--- src/verilog/ttu_pkg.sv ---
package ttu_pkg;

   // =====================================================
   // Register selects for the privileged register move
   // =====================================================
   typedef logic [1:0] ttu_sel_t;
   localparam ttu_sel_t TTU_SEL_INDEX_WIDTH = 2'h0;
   localparam ttu_sel_t TTU_SEL_WINDOW_0    = 2'h1;
   localparam ttu_sel_t TTU_SEL_WINDOW_1    = 2'h2;
   localparam ttu_sel_t TTU_SEL_TEST_STATUS = 2'h3;

   // =====================================================
   // Transparent window field layout
   // =====================================================
   localparam int TTU_WIN_BASE_LSB   = 24;
   localparam int TTU_WIN_MASK_LSB   = 16;
   localparam int TTU_WIN_ENABLE     = 15;
   localparam int TTU_WIN_NO_CACHE   = 10;
   localparam int TTU_WIN_DIRECTION  = 9;
   localparam int TTU_WIN_DIR_IGNORE = 8;
   localparam int TTU_WIN_FC_VAL_LSB = 4;
   localparam int TTU_WIN_FC_IGN_LSB = 0;
   localparam logic [31:0] TTU_WIN_RESET     = 32'h0000_0000;
   localparam logic [31:0] TTU_WIN_WRITABLE  = 32'hFFFF_8777;

   // =====================================================
   // Index width register layout
   // =====================================================
   localparam int TTU_IDX_LEVEL_ONE_LSB   = 12;
   localparam int TTU_IDX_LEVEL_TWO_LSB   = 8;
   localparam int TTU_IDX_LEVEL_THREE_LSB = 4;
   localparam int TTU_IDX_LEVEL_FOUR_LSB  = 0;
   localparam logic [15:0] TTU_IDX_RESET  = 16'h0000;

   // =====================================================
   // Translation test status layout
   // =====================================================
   localparam int TTU_ST_BUS_ERROR = 15;
   localparam int TTU_ST_LIMIT     = 14;
   localparam int TTU_ST_SUPER     = 13;
   localparam int TTU_ST_WPROT     = 11;
   localparam int TTU_ST_INVALID   = 10;
   localparam int TTU_ST_MODIFIED  = 9;
   localparam int TTU_ST_TRANSP    = 6;
   localparam int TTU_ST_LEVELS_LSB = 0;
   localparam logic [15:0] TTU_ST_RESET  = 16'h0000;
   localparam logic [15:0] TTU_ST_DEFINED = 16'hEE47;

   // Equality of two fields with ignore bits.
   function automatic logic ttu_masked_eq(input logic [7:0] a,
                                          input logic [7:0] b,
                                          input logic [7:0] ign);
      ttu_masked_eq = ((a ^ b) & ~ign) == 8'h00;
   endfunction

endpackage

--- src/verilog/ttu_status_compose.sv ---
`timescale 1ns/100ps
`default_nettype none
module ttu_status_compose
   import ttu_pkg::*;
(
   input  wire logic [2:0]  level,
   input  wire logic        fc_high,
   input  wire logic        window_hit,
   input  wire logic        cache_hit,
   input  wire logic        cache_bus_error,
   input  wire logic        cache_wprot,
   input  wire logic        cache_modified,
   input  wire logic        walk_bus_error,
   input  wire logic        walk_limit,
   input  wire logic        walk_super_seen,
   input  wire logic        walk_wprot_seen,
   input  wire logic        walk_type_invalid,
   input  wire logic        walk_modified,
   input  wire logic [2:0]  walk_tables,
   output logic [15:0]      status
);
   logic bus_err;
   logic limit;
   logic super_v;
   logic wprot;
   logic invalid;
   logic modified;

   always_comb begin
      status = TTU_ST_RESET;
      if (level == 3'h0) begin
         bus_err  = cache_hit & cache_bus_error;
         limit    = 1'b0;
         super_v  = 1'b0;
         invalid  = ~cache_hit | cache_bus_error;
         wprot    = cache_wprot;
         modified = cache_modified;
      end else begin
         bus_err  = walk_bus_error;
         limit    = walk_limit;
         super_v  = walk_super_seen & ~fc_high;
         invalid  = walk_type_invalid | walk_bus_error | walk_limit;
         wprot    = walk_wprot_seen;
         modified = walk_modified;
      end
      if (level == 3'h0 && window_hit) begin
         status[TTU_ST_TRANSP] = 1'b1;
      end else begin
         status[TTU_ST_BUS_ERROR] = bus_err;
         status[TTU_ST_LIMIT]     = limit;
         status[TTU_ST_INVALID]   = invalid;
         status[TTU_ST_SUPER]     = super_v & ~invalid;
         status[TTU_ST_WPROT]     = wprot & ~invalid;
         status[TTU_ST_MODIFIED]  = modified & ~invalid;
         if (level != 3'h0) begin
            status[TTU_ST_LEVELS_LSB +: 3] = walk_tables;
         end
      end
   end
endmodule
`default_nettype wire

--- src/verilog/ttu_translation_unit.sv ---
`timescale 1ns/100ps
`default_nettype none
module ttu_translation_unit
   import ttu_pkg::*;
(
   input  wire logic               clk,
   input  wire logic               rst_n,
   // Privileged register move.
   input  wire logic               mv_valid,
   input  wire logic               mv_write,
   input  wire ttu_pkg::ttu_sel_t  mv_sel,
   input  wire logic [31:0]        mv_wdata,
   input  wire logic               mv_supervisor,
   output logic                    mv_done,
   output logic                    mv_priv_fault,
   output logic [31:0]             mv_rdata,
   // Logical access from the core.
   input  wire logic               acc_valid,
   input  wire logic [31:0]        acc_addr,
   input  wire logic [2:0]         acc_fc,
   input  wire logic               acc_rd,
   input  wire logic               acc_rmw,
   output logic                    acc_resp_valid,
   output logic                    acc_transparent,
   output logic [31:0]             acc_phys_addr,
   output logic                    no_cache_output,
   // Translation test operation.
   input  wire logic               test_valid,
   input  wire logic [2:0]         test_level,
   input  wire logic [31:0]        test_addr,
   input  wire logic [2:0]         test_fc,
   input  wire logic               test_rd,
   input  wire logic               cache_hit,
   input  wire logic               cache_bus_error,
   input  wire logic               cache_wprot,
   input  wire logic               cache_modified,
   input  wire logic               walk_bus_error,
   input  wire logic               walk_limit,
   input  wire logic               walk_super_seen,
   input  wire logic               walk_wprot_seen,
   input  wire logic               walk_type_invalid,
   input  wire logic               walk_modified,
   input  wire logic [2:0]         walk_tables,
   // Table walk step query.
   input  wire logic [1:0]         walk_step_level,
   input  wire logic               walk_desc_is_table,
   output logic [3:0]              walk_index_width,
   output logic                    walk_search_over
);
   import ttu_pkg::*;

   // =====================================================
   // Register state
   // =====================================================
   logic [31:0] win0_q;
   logic [31:0] win0_d;
   logic [31:0] win1_q;
   logic [31:0] win1_d;
   logic [15:0] idx_q;
   logic [15:0] idx_d;
   logic [15:0] status_q;
   logic [15:0] status_d;
   logic [31:0] rdata_q;
   logic [31:0] rdata_d;
   logic        done_q;
   logic        done_d;
   logic        fault_q;
   logic        fault_d;
   logic        mv_ok;
   logic [3:0]  mv_hot;
   logic [31:0] mv_wval;
   logic [15:0] test_status;

   // =====================================================
   // Window matching for accesses and tests
   // =====================================================
   logic acc_hit0;
   logic acc_hit1;
   logic acc_nc0;
   logic acc_nc1;
   logic tst_hit0;
   logic tst_hit1;

   ttu_window_match u_acc_win0 (
      .window   (win0_q),
      .addr_hi  (acc_addr[31:24]),
      .fc       (acc_fc),
      .rd       (acc_rd),
      .rmw      (acc_rmw),
      .hit      (acc_hit0),
      .no_cache (acc_nc0)
   );

   ttu_window_match u_acc_win1 (
      .window   (win1_q),
      .addr_hi  (acc_addr[31:24]),
      .fc       (acc_fc),
      .rd       (acc_rd),
      .rmw      (acc_rmw),
      .hit      (acc_hit1),
      .no_cache (acc_nc1)
   );

   ttu_window_match u_tst_win0 (
      .window   (win0_q),
      .addr_hi  (test_addr[31:24]),
      .fc       (test_fc),
      .rd       (test_rd),
      .rmw      (1'b0),
      .hit      (tst_hit0),
      .no_cache ()
   );

   ttu_window_match u_tst_win1 (
      .window   (win1_q),
      .addr_hi  (test_addr[31:24]),
      .fc       (test_fc),
      .rd       (test_rd),
      .rmw      (1'b0),
      .hit      (tst_hit1),
      .no_cache ()
   );

   ttu_status_compose u_status (
      .level             (test_level),
      .fc_high           (test_fc[2]),
      .window_hit        (tst_hit0 | tst_hit1),
      .cache_hit         (cache_hit),
      .cache_bus_error   (cache_bus_error),
      .cache_wprot       (cache_wprot),
      .cache_modified    (cache_modified),
      .walk_bus_error    (walk_bus_error),
      .walk_limit        (walk_limit),
      .walk_super_seen   (walk_super_seen),
      .walk_wprot_seen   (walk_wprot_seen),
      .walk_type_invalid (walk_type_invalid),
      .walk_modified     (walk_modified),
      .walk_tables       (walk_tables),
      .status            (test_status)
   );

   // =====================================================
   // Register move decoding
   // =====================================================
   // One enable per register, so reads and writes share one decoder.
   function automatic logic [3:0] move_onehot(input ttu_sel_t sel);
      logic [3:0] hot;
      hot = 4'h0;
      if (sel == TTU_SEL_INDEX_WIDTH) begin
         hot[0] = 1'b1;
      end else if (sel == TTU_SEL_WINDOW_0) begin
         hot[1] = 1'b1;
      end else if (sel == TTU_SEL_WINDOW_1) begin
         hot[2] = 1'b1;
      end else begin
         hot[3] = 1'b1;
      end
      return hot;
   endfunction

   // Bits that a move may load; the others always read back as zero.
   function automatic logic [31:0] move_wmask(input logic [3:0] hot);
      if (hot[0]) begin
         move_wmask = 32'h0000_FFFF;
      end else if (hot[3]) begin
         move_wmask = {16'h0000, TTU_ST_DEFINED};
      end else begin
         move_wmask = TTU_WIN_WRITABLE;
      end
   endfunction

   // Read value of the picked register; short ones sit in bits 15:0.
   function automatic logic [31:0] move_rvalue(input logic [3:0]  hot,
                                               input logic [15:0] idx,
                                               input logic [31:0] w0,
                                               input logic [31:0] w1,
                                               input logic [15:0] st);
      if (hot[0]) begin
         move_rvalue = {16'h0000, idx};
      end else if (hot[1]) begin
         move_rvalue = w0;
      end else if (hot[2]) begin
         move_rvalue = w1;
      end else begin
         move_rvalue = {16'h0000, st};
      end
   endfunction

   // =====================================================
   // Register move and status update
   // =====================================================
   always_comb begin
      win0_d   = win0_q;
      win1_d   = win1_q;
      idx_d    = idx_q;
      status_d = status_q;
      rdata_d  = rdata_q;
      mv_hot   = move_onehot(mv_sel);
      mv_wval  = mv_wdata & move_wmask(mv_hot);
      mv_ok    = mv_valid & mv_supervisor;
      done_d   = mv_ok;
      fault_d  = mv_valid & ~mv_supervisor;
      // A status write by a move in the same cycle wins over a test.
      if (test_valid) begin
         status_d = test_status;
      end
      if (mv_ok && mv_write) begin
         if (mv_hot[0]) begin
            idx_d = mv_wval[15:0];
         end else if (mv_hot[1]) begin
            win0_d = mv_wval;
         end else if (mv_hot[2]) begin
            win1_d = mv_wval;
         end else begin
            status_d = mv_wval[15:0];
         end
      end else if (mv_ok) begin
         rdata_d = move_rvalue(mv_hot, idx_q, win0_q, win1_q, status_q);
      end
   end

   always_ff @(posedge clk or negedge rst_n) begin
      if (!rst_n) begin
         win0_q   <= TTU_WIN_RESET;
         win1_q   <= TTU_WIN_RESET;
         idx_q    <= TTU_IDX_RESET;
         status_q <= TTU_ST_RESET;
         rdata_q  <= 32'h0000_0000;
         done_q   <= 1'b0;
         fault_q  <= 1'b0;
      end else begin
         win0_q   <= win0_d;
         win1_q   <= win1_d;
         idx_q    <= idx_d;
         status_q <= status_d;
         rdata_q  <= rdata_d;
         done_q   <= done_d;
         fault_q  <= fault_d;
      end
   end

   assign mv_done       = done_q;
   assign mv_priv_fault = fault_q;
   assign mv_rdata      = rdata_q;

   // =====================================================
   // Access response, one cycle after the request
   // =====================================================
   logic        resp_valid_q;
   logic        resp_valid_d;
   logic        transp_q;
   logic        transp_d;
   logic        nocache_q;
   logic        nocache_d;
   logic [31:0] phys_q;
   logic [31:0] phys_d;

   // Window hits do not look at any translation enable or disable.
   always_comb begin
      resp_valid_d = acc_valid;
      transp_d     = acc_valid & (acc_hit0 | acc_hit1);
      nocache_d    = acc_valid & (acc_nc0 | acc_nc1);
      phys_d       = phys_q;
      if (acc_valid) begin
         phys_d = acc_addr;
      end
   end

   always_ff @(posedge clk or negedge rst_n) begin
      if (!rst_n) begin
         resp_valid_q <= 1'b0;
         transp_q     <= 1'b0;
         nocache_q    <= 1'b0;
         phys_q       <= 32'h0000_0000;
      end else begin
         resp_valid_q <= resp_valid_d;
         transp_q     <= transp_d;
         nocache_q    <= nocache_d;
         phys_q       <= phys_d;
      end
   end

   assign acc_resp_valid  = resp_valid_q;
   assign acc_transparent = transp_q;
   assign acc_phys_addr   = phys_q;
   assign no_cache_output = nocache_q;

   // =====================================================
   // Table walk stop decision
   // =====================================================
   always_comb begin
      case (walk_step_level)
         2'h0: walk_index_width = idx_q[TTU_IDX_LEVEL_ONE_LSB +: 4];
         2'h1: walk_index_width = idx_q[TTU_IDX_LEVEL_TWO_LSB +: 4];
         2'h2: walk_index_width = idx_q[TTU_IDX_LEVEL_THREE_LSB +: 4];
         default: walk_index_width = idx_q[TTU_IDX_LEVEL_FOUR_LSB +: 4];
      endcase
      walk_search_over = (walk_index_width == 4'h0) &
                         ~walk_desc_is_table;
   end

endmodule
`default_nettype wire

--- src/verilog/ttu_window_match.sv ---
`timescale 1ns/100ps
`default_nettype none
module ttu_window_match
   import ttu_pkg::*;
(
   input  wire logic [31:0] window,
   input  wire logic [7:0]  addr_hi,
   input  wire logic [2:0]  fc,
   input  wire logic        rd,
   input  wire logic        rmw,
   output logic             hit,
   output logic             no_cache
);
   logic addr_ok;
   logic fc_ok;
   logic dir_ok;

   always_comb begin
      addr_ok = ttu_masked_eq(addr_hi,
                              window[TTU_WIN_BASE_LSB +: 8],
                              window[TTU_WIN_MASK_LSB +: 8]);
      fc_ok = ttu_masked_eq({5'h00, fc},
                            {5'h00, window[TTU_WIN_FC_VAL_LSB +: 3]},
                            {5'h00, window[TTU_WIN_FC_IGN_LSB +: 3]});
      if (window[TTU_WIN_DIR_IGNORE]) begin
         dir_ok = 1'b1;
      end else if (rmw) begin
         dir_ok = 1'b0;
      end else begin
         dir_ok = (window[TTU_WIN_DIRECTION] == rd);
      end
      hit = window[TTU_WIN_ENABLE] & addr_ok & fc_ok & dir_ok;
      no_cache = hit & window[TTU_WIN_NO_CACHE];
   end
endmodule
`default_nettype wire
--- config.mk ---
export PLATFORM = sky130hd
export DESIGN_NAME = ttu_translation_unit
export DESIGN_NICKNAME = d
export VERILOG_FILES = /design/src/verilog/ttu_pkg.sv /design/src/verilog/ttu_status_compose.sv /design/src/verilog/ttu_translation_unit.sv /design/src/verilog/ttu_window_match.sv
export SDC_FILE = /design/constraint.sdc
export NUM_CORES = 1
export LEC_CHECK = 0
export ABC_AREA = 1
export BUFFER_PORTS_ARGS = -buffer_cell sky130_fd_sc_hd__buf_2
export CAP_MARGIN = 30
export CORE_MARGIN = 4
export CORE_UTILIZATION = 53
export CTS_CLUSTER_SIZE = 14
export DETAILED_ROUTE_END_ITERATION = 8
export PLACE_DENSITY = 0.84
export SYNTH_ARGS = -nofsm -noshare
export SYNTH_HDL_FRONTEND = slang
export SYNTH_SLANG_ARGS = --single-unit
export TNS_END_PERCENT = 10
--- constraint.sdc ---
create_clock -name clk -period 1.53 [get_ports clk]
set_input_delay 0.153 -clock clk [delete_from_list [all_inputs] [get_ports clk]]
set_output_delay 0.153 -clock clk [all_outputs]
set_load 0.1 [all_outputs]
======== Word level (Yosys, flattened, before mapping) ========
Index checks and enable logic that the tools add are counted.
storage, ports and cells
  register bits ........................... 165
  word-level logic and storage cells ...... 131
operators by class
  equality and inequality tests ........... 8
  bitwise logic cells ..................... 59
  reductions and logical operators ........ 19
  mux-type cells .......................... 34
operators by type and width
  operator                                        count
  2-to-1 mux 32 bit                               5
  2-to-1 mux 16 bit                               5
  bitwise AND 8 bit                               8
  zero test 8 bit                                 8
  bitwise AND 32 bit                              1
  bitwise XOR 8 bit                               4
  bitwise AND 1 bit                               24
  2-to-1 mux 1 bit                                17
  inverter 3 -> 8 bit                             2
  inverter 8 bit                                  2
  2-to-1 mux 3 bit                                5
  case mux 4 bit (3 select lines)                 1
  bitwise XOR 3 bit                               4
  inverter 1 bit                                  8
  bitwise OR 1 bit                                6
  == test 1 bit                                   4
  == test 2 x 1 -> 1 bit (second input constant)  2
  == test 2 bit (second input constant)           2
  zero test 2 bit                                 2
  zero test 4 bit                                 1
  AND reduction 2 bit                             2
  AND reduction 4 bit                             1
  zero test 3 bit                                 1
  AND reduction 3 bit                             1
  other kinds (3)                                 4

======== Longest topological paths before layout ========
Gate-level depths: netlist of run 1.
  word-level depth ........................ 14
  mapped depth ............................ 11
  mapped depth without buffers ............ 11

======== By module ========
From an unflattened synthesis of run 1, not the netlist that was laid out.
unflattened totals
  cell total of the unflattened synthesis .. 1147
  area, all modules ....................... 8466.9 µm²
modules (own cells, without submodules)
  module                instances  area each (µm²)  seq. area each (µm²)  cells an instance
  ttu_translation_unit  1          7028.0           4129.0                826
  ttu_window_match      4          301.5            0.0                   69
  ttu_status_compose    1          232.7            0.0                   45

======== Worst setup path before layout of run 1 ========
OpenSTA, ideal clock, no wires.
  path kind ............................... in2out
  start ................................... in walk_step_level[1]
  end ..................................... out walk_search_over
  required time ........................... 1.377 ns
  stages on the path ...................... 7
  slack ................................... -2.287 ns
  arrival ................................. 3.664 ns
  cells stage by stage .................... clkbuf_1 > nor2_1 > nand2_1 > a32oi_1 > nor2_1 > nand2_1 > nor3_1
on the way
  cells in the longest elaborated chain, start to end .. 4
  elaborated cells on any way between the ends .. 6
  those cells by class .................... eq/ne: 2; mux: 1; bitwise: 1; reduce/logical: 2
RTL lines
  element                                      RTL line                     RTL
  from (decl)                                  ttu_translation_unit.sv:45   input wire logic [1:0] walk_step_level,
  == test 2 bit, or another cell as far along  ttu_translation_unit.sv:292  case (walk_step_level)
  case mux 4 bit (3 select lines) (*)          ttu_translation_unit.sv:292
  via walk_index_width[2]                      ttu_translation_unit.sv:47   output logic [3:0] walk_index_width,
  zero test 4 bit (*)                          ttu_translation_unit.sv:298  walk_search_over = (walk_index_width == 4'h0) &
  bitwise AND 1 bit (*)                        ttu_translation_unit.sv:298
  to (decl)                                    ttu_translation_unit.sv:48   output logic walk_search_over
The timed path passes the listed nets; every way through them passes the cells marked *.

======== Worst setup path in the final report of run 1 ========
  start ................................... reg idx_q[8]
  end ..................................... out walk_search_over
on the way
  cells in the longest elaborated chain, start to end .. 3
RTL lines
  element                          RTL line                     RTL
  from (decl)                      ttu_translation_unit.sv:59   logic [15:0] idx_q;
  from (signal assigned)           ttu_translation_unit.sv:234  idx_q <= idx_d;
  case mux 4 bit (3 select lines)  ttu_translation_unit.sv:292
  zero test 4 bit                  ttu_translation_unit.sv:298
  bitwise AND 1 bit                ttu_translation_unit.sv:298
No other way between the ends.

==> results of run 1 <==
[worst reg2reg max path, cell delays in order (launching register included)]
cell and delay (ps):
dfrtp_1 390, inv_1 120, nand2_1 70, nand3_1 150, nand3_1 100, nor2_1 110
nand2_1 60, nand2_1 100, nand2_2 90, nand2_1 90, a21oi_1 60
[worst max-delay path by stage]
stage               from                to  slack, ps  cells after the start
2_1_floorplan   idx_q[6]  walk_search_over       -780                      5
3_3_place_gp   mv_sel[0]       mv_rdata[7]         -1                      9
3_5_place_dp   mv_sel[0]       mv_rdata[7]       -100                      9
4_1_cts         idx_q[8]  walk_search_over       -340                      9
5_1_grt         idx_q[8]  walk_search_over       -430                      9
6_report        idx_q[8]  walk_search_over       -320                      9
[layout make-up]
| type | instances | area [um^2] |
|---|---|---|
| sequential | 165 | 4141 |
| fill | 1037 | 4049 |
| multi-input combinational | 709 | 3278 |
| timing repair buffer | 273 | 1891 |
| clock buffer | 23 | 488.0 |
| inverter | 108 | 405.4 |
| tap | 184 | 230.2 |
| clock inverter | 8 | 98.84 |
| antenna | 3 | 7.507 |
[layer usage]
metal  global-route usage [%]  vias up  routed length (um)
met4                    12.35        4                 877
met3                    9.660       90                3188
li1                         -     3812                   -
met2                    47.71      539               11570
met5                        0        -                  21
met1                    39.97     3858                9787
[through the flow]
stage / hold WS (ps) / TNS, ps
2_1_floorplan: -142.6 / -1232
3_3_place_gp: 72.00 / -1.288
3_5_place_dp: 74.84 / -921.3
4_1_cts: 1.626 / -649.8
5_1_grt: 9.115 / -1069
6_report: 5.946 / -616.4
[power by group through the flow]
stage	registers [W]	clock network (W)	logic [W]
global placement	0.00556	0	0.00403
detailed placement	0.00559	0	0.00412
CTS	0.00553	0.00429	0.00424
floorplan	0.00698	0	0.00144
global route	0.00564	0.00446	0.00464
finish	0.00557	0.00424	0.00431
[timing repair]
item	in CTS	in global routing
setup buffers	0	3
hold buffers	41	0
hold endpoints to repair	208	0
resized for setup	8	32
endpoints found under the setup margin	6	36
pin swaps	3	9
[synthesized netlist by cell type]
cell type	instances
nand2_4	1
dfrtp_1	165
o22ai_1	12
a22oi_1	19
ha_1	5
o221ai_1	2
a21o_1	1
nand4_1	4
and3_1	3
a21oi_1	49
o31ai_1	1
nand3_1	40
a221oi_1	6
nand2_1	323
nor3_4	1
a31oi_1	2
nor2_2	1
buf_6	2
xor2_1	1
nor3_1	2
inv_2	5
buf_2	10
clkinv_1	1
inv_1	102
buf_4	1
nand3b_1	1
o21ai_0	123
nor2_1	94
nand3_2	1
clkbuf_1	27
o21ai_1	16
a32oi_1	1
[layout by cell type, fill, tap and decap left out, types with 3 or more instances in the layout]
master	instances
clkbuf_16	17
o21ai_2	3
dlygate4sd3_1	41
nand3_2	3
nor2_1	88
a21oi_1	48
nand2_1	322
nand3_1	38
o21ai_1	21
a22oi_1	19
clkinv_2	3
dfrtp_1	155
diode_2	3
nor2_2	6
dfrtp_2	10
nand4_1	4
o22ai_1	12
inv_1	95
buf_2	176
buf_12	14
inv_2	12
ha_1	5
a221oi_1	6
clkbuf_8	4
o21ai_0	115
buf_4	41
[sequential cells by signal (all words and copies together) (netlist names)]
register and flops:
win1_q 32, acc_transparent 1, idx_q 16, no_cache_output 1, acc_phys_addr 32, acc_resp_valid 1, mv_rdata 32, mv_done 1
status_q 16, mv_priv_fault 1, win0_q 32
[logic make-up (layout without fill, tap and decap cells)]
kind of cell               Yosys count  in the layout
buffers and inverters              148            412
and+or+nand+nor                    471            471
AOI/OAI and AO/OA                  232            232
xor gates and xnor gates             1              1
DFF                                165            165
other                                0              3
adders and majority gates            5              5
==> reports/metrics.csv, run 1 <==
metric,value,unit
setup_viol_count_final,4,
die_area,16970,um^2
cp.arrival,1690,ps
maxCapViolations,0,
crit_chain,nand2_1 -> nand2_1 -> inv_1 -> and3_1 -> inv_1 -> nor2_1 -> nand2_1 -> nor3_4 -> buf_12,
layout.cells.non_filler,1473,
dp.cells,1395,
die_h,130.3,um
yosysWarnings,0,
start_kind,flip-flop,
dp_hpwl,17.83,mm
antenna_found_initial,5,
endpoint_kind,output port,
outcome,finished with violations,
r2r_slack,90,ps
rsz0062_at_grt,yes,
drive_above_1_share,23.56,%
drc,0,
crit_type,reg2out,
total_power,0.01413,W
synth_fa_ha_area_share,0.7896,%
clockBufferDepth,2,
synth_top_family_by_area,simple AND/OR/NAND/NOR gates,
first_pass_iters,6,
crit_family,simple AND/OR/NAND/NOR gates,
synth_nets,1160,
cts-root-buf,clkbuf_16,
cp_slowest_stage_delay,400,ps
wirelength,25.45,mm
grt_first_pass_wirelength,40.15,mm
maxSlewViolCount,0,
hold_end,win1_q[22],
crit_top_cell,nand2_1,
p_sw,0.005410,W
grt_max_degree,50,
coreArea,14590,um^2
ff2ff_path_depth,10,
period_minus_slack,1845,ps
start_util,54.31,%
combPwrFrac,30.5,%
syn-mean-instance-area,7.752,um^2
finClkSkew,11.51,ps
violations,negative setup slack,
swShare,38.28,%
detail-route-antenna-nets,0,
syn_to_final_growth,33.04,%
htreeDepth,4,
vias,8303,
post-route-util,72.25,%
die_w,130.3,um
power.leakage,5.403,nW
synth_top_area_share,52.12,%
gp_congestion,0.8777,
crit_required,1380,ps
wl_per_cell,17.27,um
grt_overflow,0,
num-nets-final,1412,
port_buffers,182,
crit_slowest_cell,dfrtp_1,
slew_headroom,63.70,%
grt_pass1_vias,8016,
min_path_cells,3,
dpl_cell_area,9448,um^2
hold_viol,0,
hold_path.class,in2reg,
internal_power,0.008722,W
power.share.clock,30.0,%
critPathMaxFanout,2,
rows,44,
max_freq,541.9,MHz
ys_ff_latch,165,
synth_xor_xnor_area_share,0.1105,%
synth-seq-area-share,52.12,%
synthTopCellsByArea,"dfrtp_1 52%, nand2_1 15%, o21ai_0 7.8%, inv_1 4.8%, nor2_1 4.5%",
syn-cell-area,7923,um^2
ys_types,32,
avgViaCountPerCell,5.637,
cts_tree,built,
postLayoutSetupSlackWorst,-315.2,ps
power_density,1341,nW/um^2
ir_drop,894.2,uV
r2r-start,win0_q[4],
io_pins,207,
grt_use_total,30.60,%
worstMarginPinSlew,542.4,ps
cts_buffers,17,
yosys.area_share.simple,23.61,%
synth.area.mux_share,0,%
clk_pin_slew,60,ps
clock_sinks,165,
synth_largest_area_cell,dfrtp_1,
drt_first_iter_violations,993,
synth_compound_area_share,15.97,%
pwr-share-seq,39.4,%
clock_latency,430,ps
post-place-ws,-99.27,ps
final_area,10540,um^2
hold_path_startpoint,mv_wdata[22],
r2r_end,status_q[10],
fin_crit_sh,120.6,%
syn_inst,1022,
critPathBufInv,3,
No activity file was read; power rests on OpenSTA's default activity.
==> run 2, diff against run 1 <==
--- a/config.mk
+++ b/config.mk
@@ -12,6 +12,7 @@
 export CORE_UTILIZATION = 53
 export CTS_CLUSTER_SIZE = 14
 export DETAILED_ROUTE_END_ITERATION = 8
+export GPL_TIMING_DRIVEN = 0
 export PLACE_DENSITY = 0.84
 export SYNTH_ARGS = -nofsm -noshare
 export SYNTH_HDL_FRONTEND = slang
==> reports/metrics.csv, run 2 (synthesis gave the netlist of run 1 again) <==
metric,value,unit
outcome,finished with violations,
violations,negative setup slack,
met1_usage,43.18,%
fin_crit_sh,120.2,%
postLayoutSetupSlackWorst,-309.5,ps
dp.cells,1388,
clock_sinks,165,
die_w,130.3,um
clock_latency,430,ps
crit_required,1380,ps
crit_top_cell,nand2_1,
use_met2,48.34,%
crit_chain,nand2_1 -> nand2_1 -> inv_1 -> and3_1 -> inv_2 -> nor2_1 -> nand2_1 -> nor3_4 -> buf_12,
grt_use_total,31.27,%
n_fill_cell,1123,
io_pins,207,
drc,0,
grt_overflow,0,
start_util,54.31,%
avgViaCountPerCell,5.601,
detail-route-antenna-nets,0,
ir_drop,821.0,uV
rows,44,
use_met3,7.614,%
endpoint_kind,output port,
worstMarginPinSlew,671.4,ps
max_freq,543.6,MHz
multiInputGateArea,3259,um^2
cts_setup_buffers,0,
hold_path.class,in2reg,
cts_buffers,17,
grt_pass1_vias,7818,
final_cell_mix,"322 x nand2_1, 185 x buf_2, 159 x dfrtp_1, 121 x o21ai_0, 98 x inv_1",
slew_headroom,55.24,%
coreArea,14590,um^2
power_density,1336,nW/um^2
period_minus_slack,1840,ps
first_pass_iters,5,
crit_slowest_cell,dfrtp_1,
rsz0062_at_grt,yes,
cp.arrival,1690,ps
critPathMaxFanout,2,
seq_area,4136,um^2
grt_max_degree,128,
cts_tree,built,
port_buffers,181,
gp_congestion,0.9110,
maxCapViolations,0,
wl_per_cell,17.77,um
htreeDepth,4,
grt_first_pass_wirelength,40.62,mm
wirelength,26.13,mm
syn_to_final_growth,29.69,%
cts-root-buf,clkbuf_16,
die_area,16970,um^2
finClkSkew,5.389,ps
clk_pin_slew,60,ps
layout_commonest_cell,nand2_1,
hold_viol,0,
layout.cells.non_filler,1470,
start_kind,flip-flop,
drive_above_1_share,20.00,%
power.leakage,5.248,nW
dp_hpwl,18.54,mm
cp_slowest_stage_delay,400,ps
setup_viol_count_final,5,
grt-busiest-layer,met2,
holdWs,2.404,ps
drt_first_iter_violations,1040,
maxSlewViolCount,0,
vias,8234,
antenna_found_initial,3,
num-nets-final,1410,
crit_type,reg2out,
die_h,130.3,um
clockBufferDepth,2,
==> run 2: cell count changes in the layout (fill, tap and decap cells not counted), moves of 7 or more <==
cell	before	now
clkbuf_1	2	24
buf_2	176	185
dlygate4sd3_1	41	50
buf_12	14	3
buf_4	41	1
inv_6	0	7
==> run 2: stage by stage <==
step | total power (W) | setup TNS (ps) | util (%) | setup WS, ps | area, um^2
floorplan | 0.008426 | -1232 | - | -776.0 | 7941
global placement | 0.009421 | -386720 | 62.22 | -2128 | 9077
detailed placement | 0.009517 | -42540 | 62.48 | -688.7 | 9115
CTS | 0.01363 | -892.1 | 70.11 | -317.5 | 10230
global route | 0.01432 | -2194 | 70.43 | -415.6 | 10270
finish | 0.01372 | -864.7 | 70.43 | -309.5 | 10270
==> run 2: layer usage <==
metal	vias to the layer above	wire length, um
li1	3811	-
met1	3820	10280
met2	522	12110
met3	77	2933
met4	4	781
met5	-	21
==> run 2: area by class of cell <==
class                      instances  share of cell area, %
multi-input combinational        709                  31.72
buffer                            39                  1.839
antenna                            1                0.02435
sequential                       165                  40.26
timing repair buffer             232                  14.49
inverter                         108                  4.116
clock inverter                    15                  1.169
tap                              184                  2.241
clock buffer                      17                  4.140
==> run 2: path summary, 6_finish.rpt <==
| path | from | to | slack, ps | cells after the start |
|---|---|---|---|---|
| max in group asynchronous | rst_n | win0_q[26] | 400 | 3 |
| worst max-delay path | idx_q[8] | walk_search_over | -310 | 9 |
| worst max register to register | win1_q[4] | no_cache_output | 10 | 9 |
| min in group asynchronous | rst_n | idx_q[1] | 180 | 2 |
| worst min-delay path | mv_wdata[22] | win1_q[22] | 2 | 3 |
| worst min register to register | acc_phys_addr[24] | acc_phys_addr[24] | 470 | 2 |
==> run 2: worst max-delay path, delay by kind of cell (launching register included) <==
kind / cells / cell delay, ps
AND/OR/NAND/NOR: 6 / 570
flip-flops: 1 / 400
buffers and inverters: 3 / 280
==> run 2: report_power, final <==
part           switching [W]  leakage, nW  internal [W]  total (W)
registers           0.000523         2.07       0.00502    0.00555
clock network        0.00189        0.262       0.00211    0.00400
logic                0.00316         2.92       0.00102    0.00418
total                0.00558         5.25       0.00815     0.0137
==> run 2: what timing repair did <==
item,CTS,global route
pin swaps,2,1
endpoints found under the setup margin,46,63
hold buffers,50,0
hold endpoints to repair,88,0
resized for setup,24,22
==> run 3, diff against run 2 <==
--- a/config.mk
+++ b/config.mk
@@ -8,9 +8,9 @@
 export ABC_AREA = 1
 export BUFFER_PORTS_ARGS = -buffer_cell sky130_fd_sc_hd__buf_2
 export CAP_MARGIN = 30
+export CORE_ASPECT_RATIO = 0.6
 export CORE_MARGIN = 4
 export CORE_UTILIZATION = 53
-export CTS_CLUSTER_SIZE = 14
 export DETAILED_ROUTE_END_ITERATION = 8
 export GPL_TIMING_DRIVEN = 0
 export PLACE_DENSITY = 0.84
==> reports/metrics.csv, run 3 (synthesis gave the netlist of run 1 again) <==
metric,value,unit
outcome,finished with violations,
violations,"negative hold slack, negative setup slack",
internal_power,0.008382,W
crit_required,1380,ps
critPathMaxFanout,2,
fin_setup_tns,-1108,ps
rows,34,
htreeDepth,4,
crit_chain,nand2_1 -> nand2_1 -> inv_1 -> and3_1 -> inv_1 -> nor2_1 -> nand2_1 -> nor3_4 -> buf_12,
grt_max_degree,128,
period_minus_slack,1847,ps
power.leakage,5.248,nW
n_fill_cell,1147,
wl_per_cell,18.14,um
postLayoutSetupSlackWorst,-317.1,ps
p_sw,0.005563,W
cp.arrival,1690,ps
hold_path.class,in2reg,
hold_path_startpoint,mv_wdata[9],
ir_drop,729.8,uV
cp_slowest_stage_delay,390,ps
final_cell_mix,"320 x nand2_1, 185 x buf_2, 164 x dfrtp_1, 122 x o21ai_0, 99 x inv_1",
io_pins,207,
combPwrFrac,30.2,%
die_w,165.8,um
grt_overflow,0,
worstMarginPinSlew,662.2,ps
crit_family,simple AND/OR/NAND/NOR gates,
slew_headroom,55.85,%
final_area,10230,um^2
post-route-util,70.29,%
seq_area,4130,um^2
vias,8318,
gp_congestion,0.9726,
start_util,54.45,%
crit_top_cell,nand2_1,
clockBufferDepth,2,
coreArea,14550,um^2
min_path_cells,3,
clock_latency,430,ps
max_freq,541.4,MHz
drive_above_1_share,20.61,%
post-place-ws,-698.1,ps
power_density,1364,nW/um^2
dp_hpwl,19.14,mm
swShare,39.89,%
drc,0,
port_buffers,181,
rsz0062_at_grt,yes,
clock_sinks,165,
first_pass_iters,7,
wirelength,26.73,mm
antenna_found_initial,0,
start_kind,flip-flop,
avgViaCountPerCell,5.643,
cts-root-buf,clkbuf_16,
cts_buffers,17,
maxCapViolations,0,
hold_viol,1,
crit_type,reg2out,
num-nets-final,1401,
die_h,102.7,um
clk_pin_slew,70,ps
finClkSkew,10.43,ps
layout_commonest_cell,nand2_1,
holdWs,-5.337,ps
dpl_cell_area,9133,um^2
grt_use_total,31.49,%
r2r-start,win0_q[31],
critPathBufInv,3,
crit_slowest_cell,dfrtp_1,
hold_end,win0_q[9],
endpoint_kind,output port,
r2r_slack,-110,ps
syn_to_final_growth,29.08,%
drt_first_iter_violations,1097,
fin_crit_sh,120.7,%
maxSlewViolCount,0,
cts_tree,built,
diodes,0,
die_area,17030,um^2
grt_first_pass_wirelength,41.57,mm
setup_viol_count_final,11,
power.share.clock,30.1,%
ff2ff_path_depth,10,
grt_pass1_vias,7567,
detail-route-antenna-nets,0,
multiInputGateArea,3272,um^2
r2r_end,status_q[10],
pwr-share-seq,39.7,%
## run 3: changes by cell type in the layout (fill, tap and decap cells not counted), moves of 3 or more
| cell | delta |
|---|---|
| buf_4 | +5 |
| dlygate4sd3_1 | -14 |
| inv_6 | -3 |
| dfrtp_2 | -5 |
| dfrtp_1 | +5 |
| nor2_1 | -4 |
| nor2_2 | +4 |
## run 3: worst register-to-register path, delay by kind of cell, from the launching register on
family / cells / cell delay (ps)
AOI/OAI and AO/OA: 1 / 70
DFF: 1 / 420
and+or+nand+nor: 9 / 1030
## run 3: worst max-delay path by stage
stage                     startpoint                to  slack [ps]  cells after the start
after detailed placement   mv_sel[1]      mv_rdata[31]        -700                     10
final                       idx_q[8]  walk_search_over        -320                      9
after global placement         rst_n      mv_rdata[23]       -2180                      1
after CTS                   idx_q[8]  walk_search_over        -310                      9
after global routing        idx_q[4]  walk_search_over        -410                      9
after floorplan             idx_q[6]  walk_search_over        -780                      5
## run 3: power by group through the flow
stage | Clock [W] | Combinational, W | Sequential [W]
2_1_floorplan | 0 | 0.00144 | 0.00698
3_3_place_gp | 0 | 0.00388 | 0.00556
3_5_place_dp | 0 | 0.00396 | 0.00558
4_1_cts | 0.00419 | 0.00411 | 0.00551
5_1_grt | 0.00440 | 0.00451 | 0.00561
6_report | 0.00420 | 0.00421 | 0.00554
## run 3: cell type report
type,count,area share (%)
repair buffers,223,13.70
multi-input cells,709,32.00
inverters,108,4.025
flip-flops and latches,165,40.39
clock buffers,20,4.466
plain buffers,39,1.835
clock inverters,12,1.162
well taps,198,2.423
## run 3: metal layers
layer / part of all wire [%] / global-route usage, % / routed length [um]
met1: 43 / 46.28 / 11400
met4: 2.2 / 7.668 / 580
met3: 14 / 10.08 / 3690
met5: 0 / 0 / 0
met2: 41 / 45.90 / 11060
## run 3: metrics by stage
stage	total power (W)	instances
final	0.01395	1474
after floorplan	0.008426	1022
after global placement	0.009439	1401
after global routing	0.01453	1474
after detailed placement	0.009535	1402
after CTS	0.01380	1471
## run 3: what timing repair did
item / in CTS / in global routing
endpoints found under the hold margin: 76 / 0
endpoints found under the setup margin: 62 / 73
gates cloned: 0 / 0
setup buffers: 2 / 3
hold buffers: 36 / 0
resized for setup: 21 / 26
pin swaps: 2 / 3
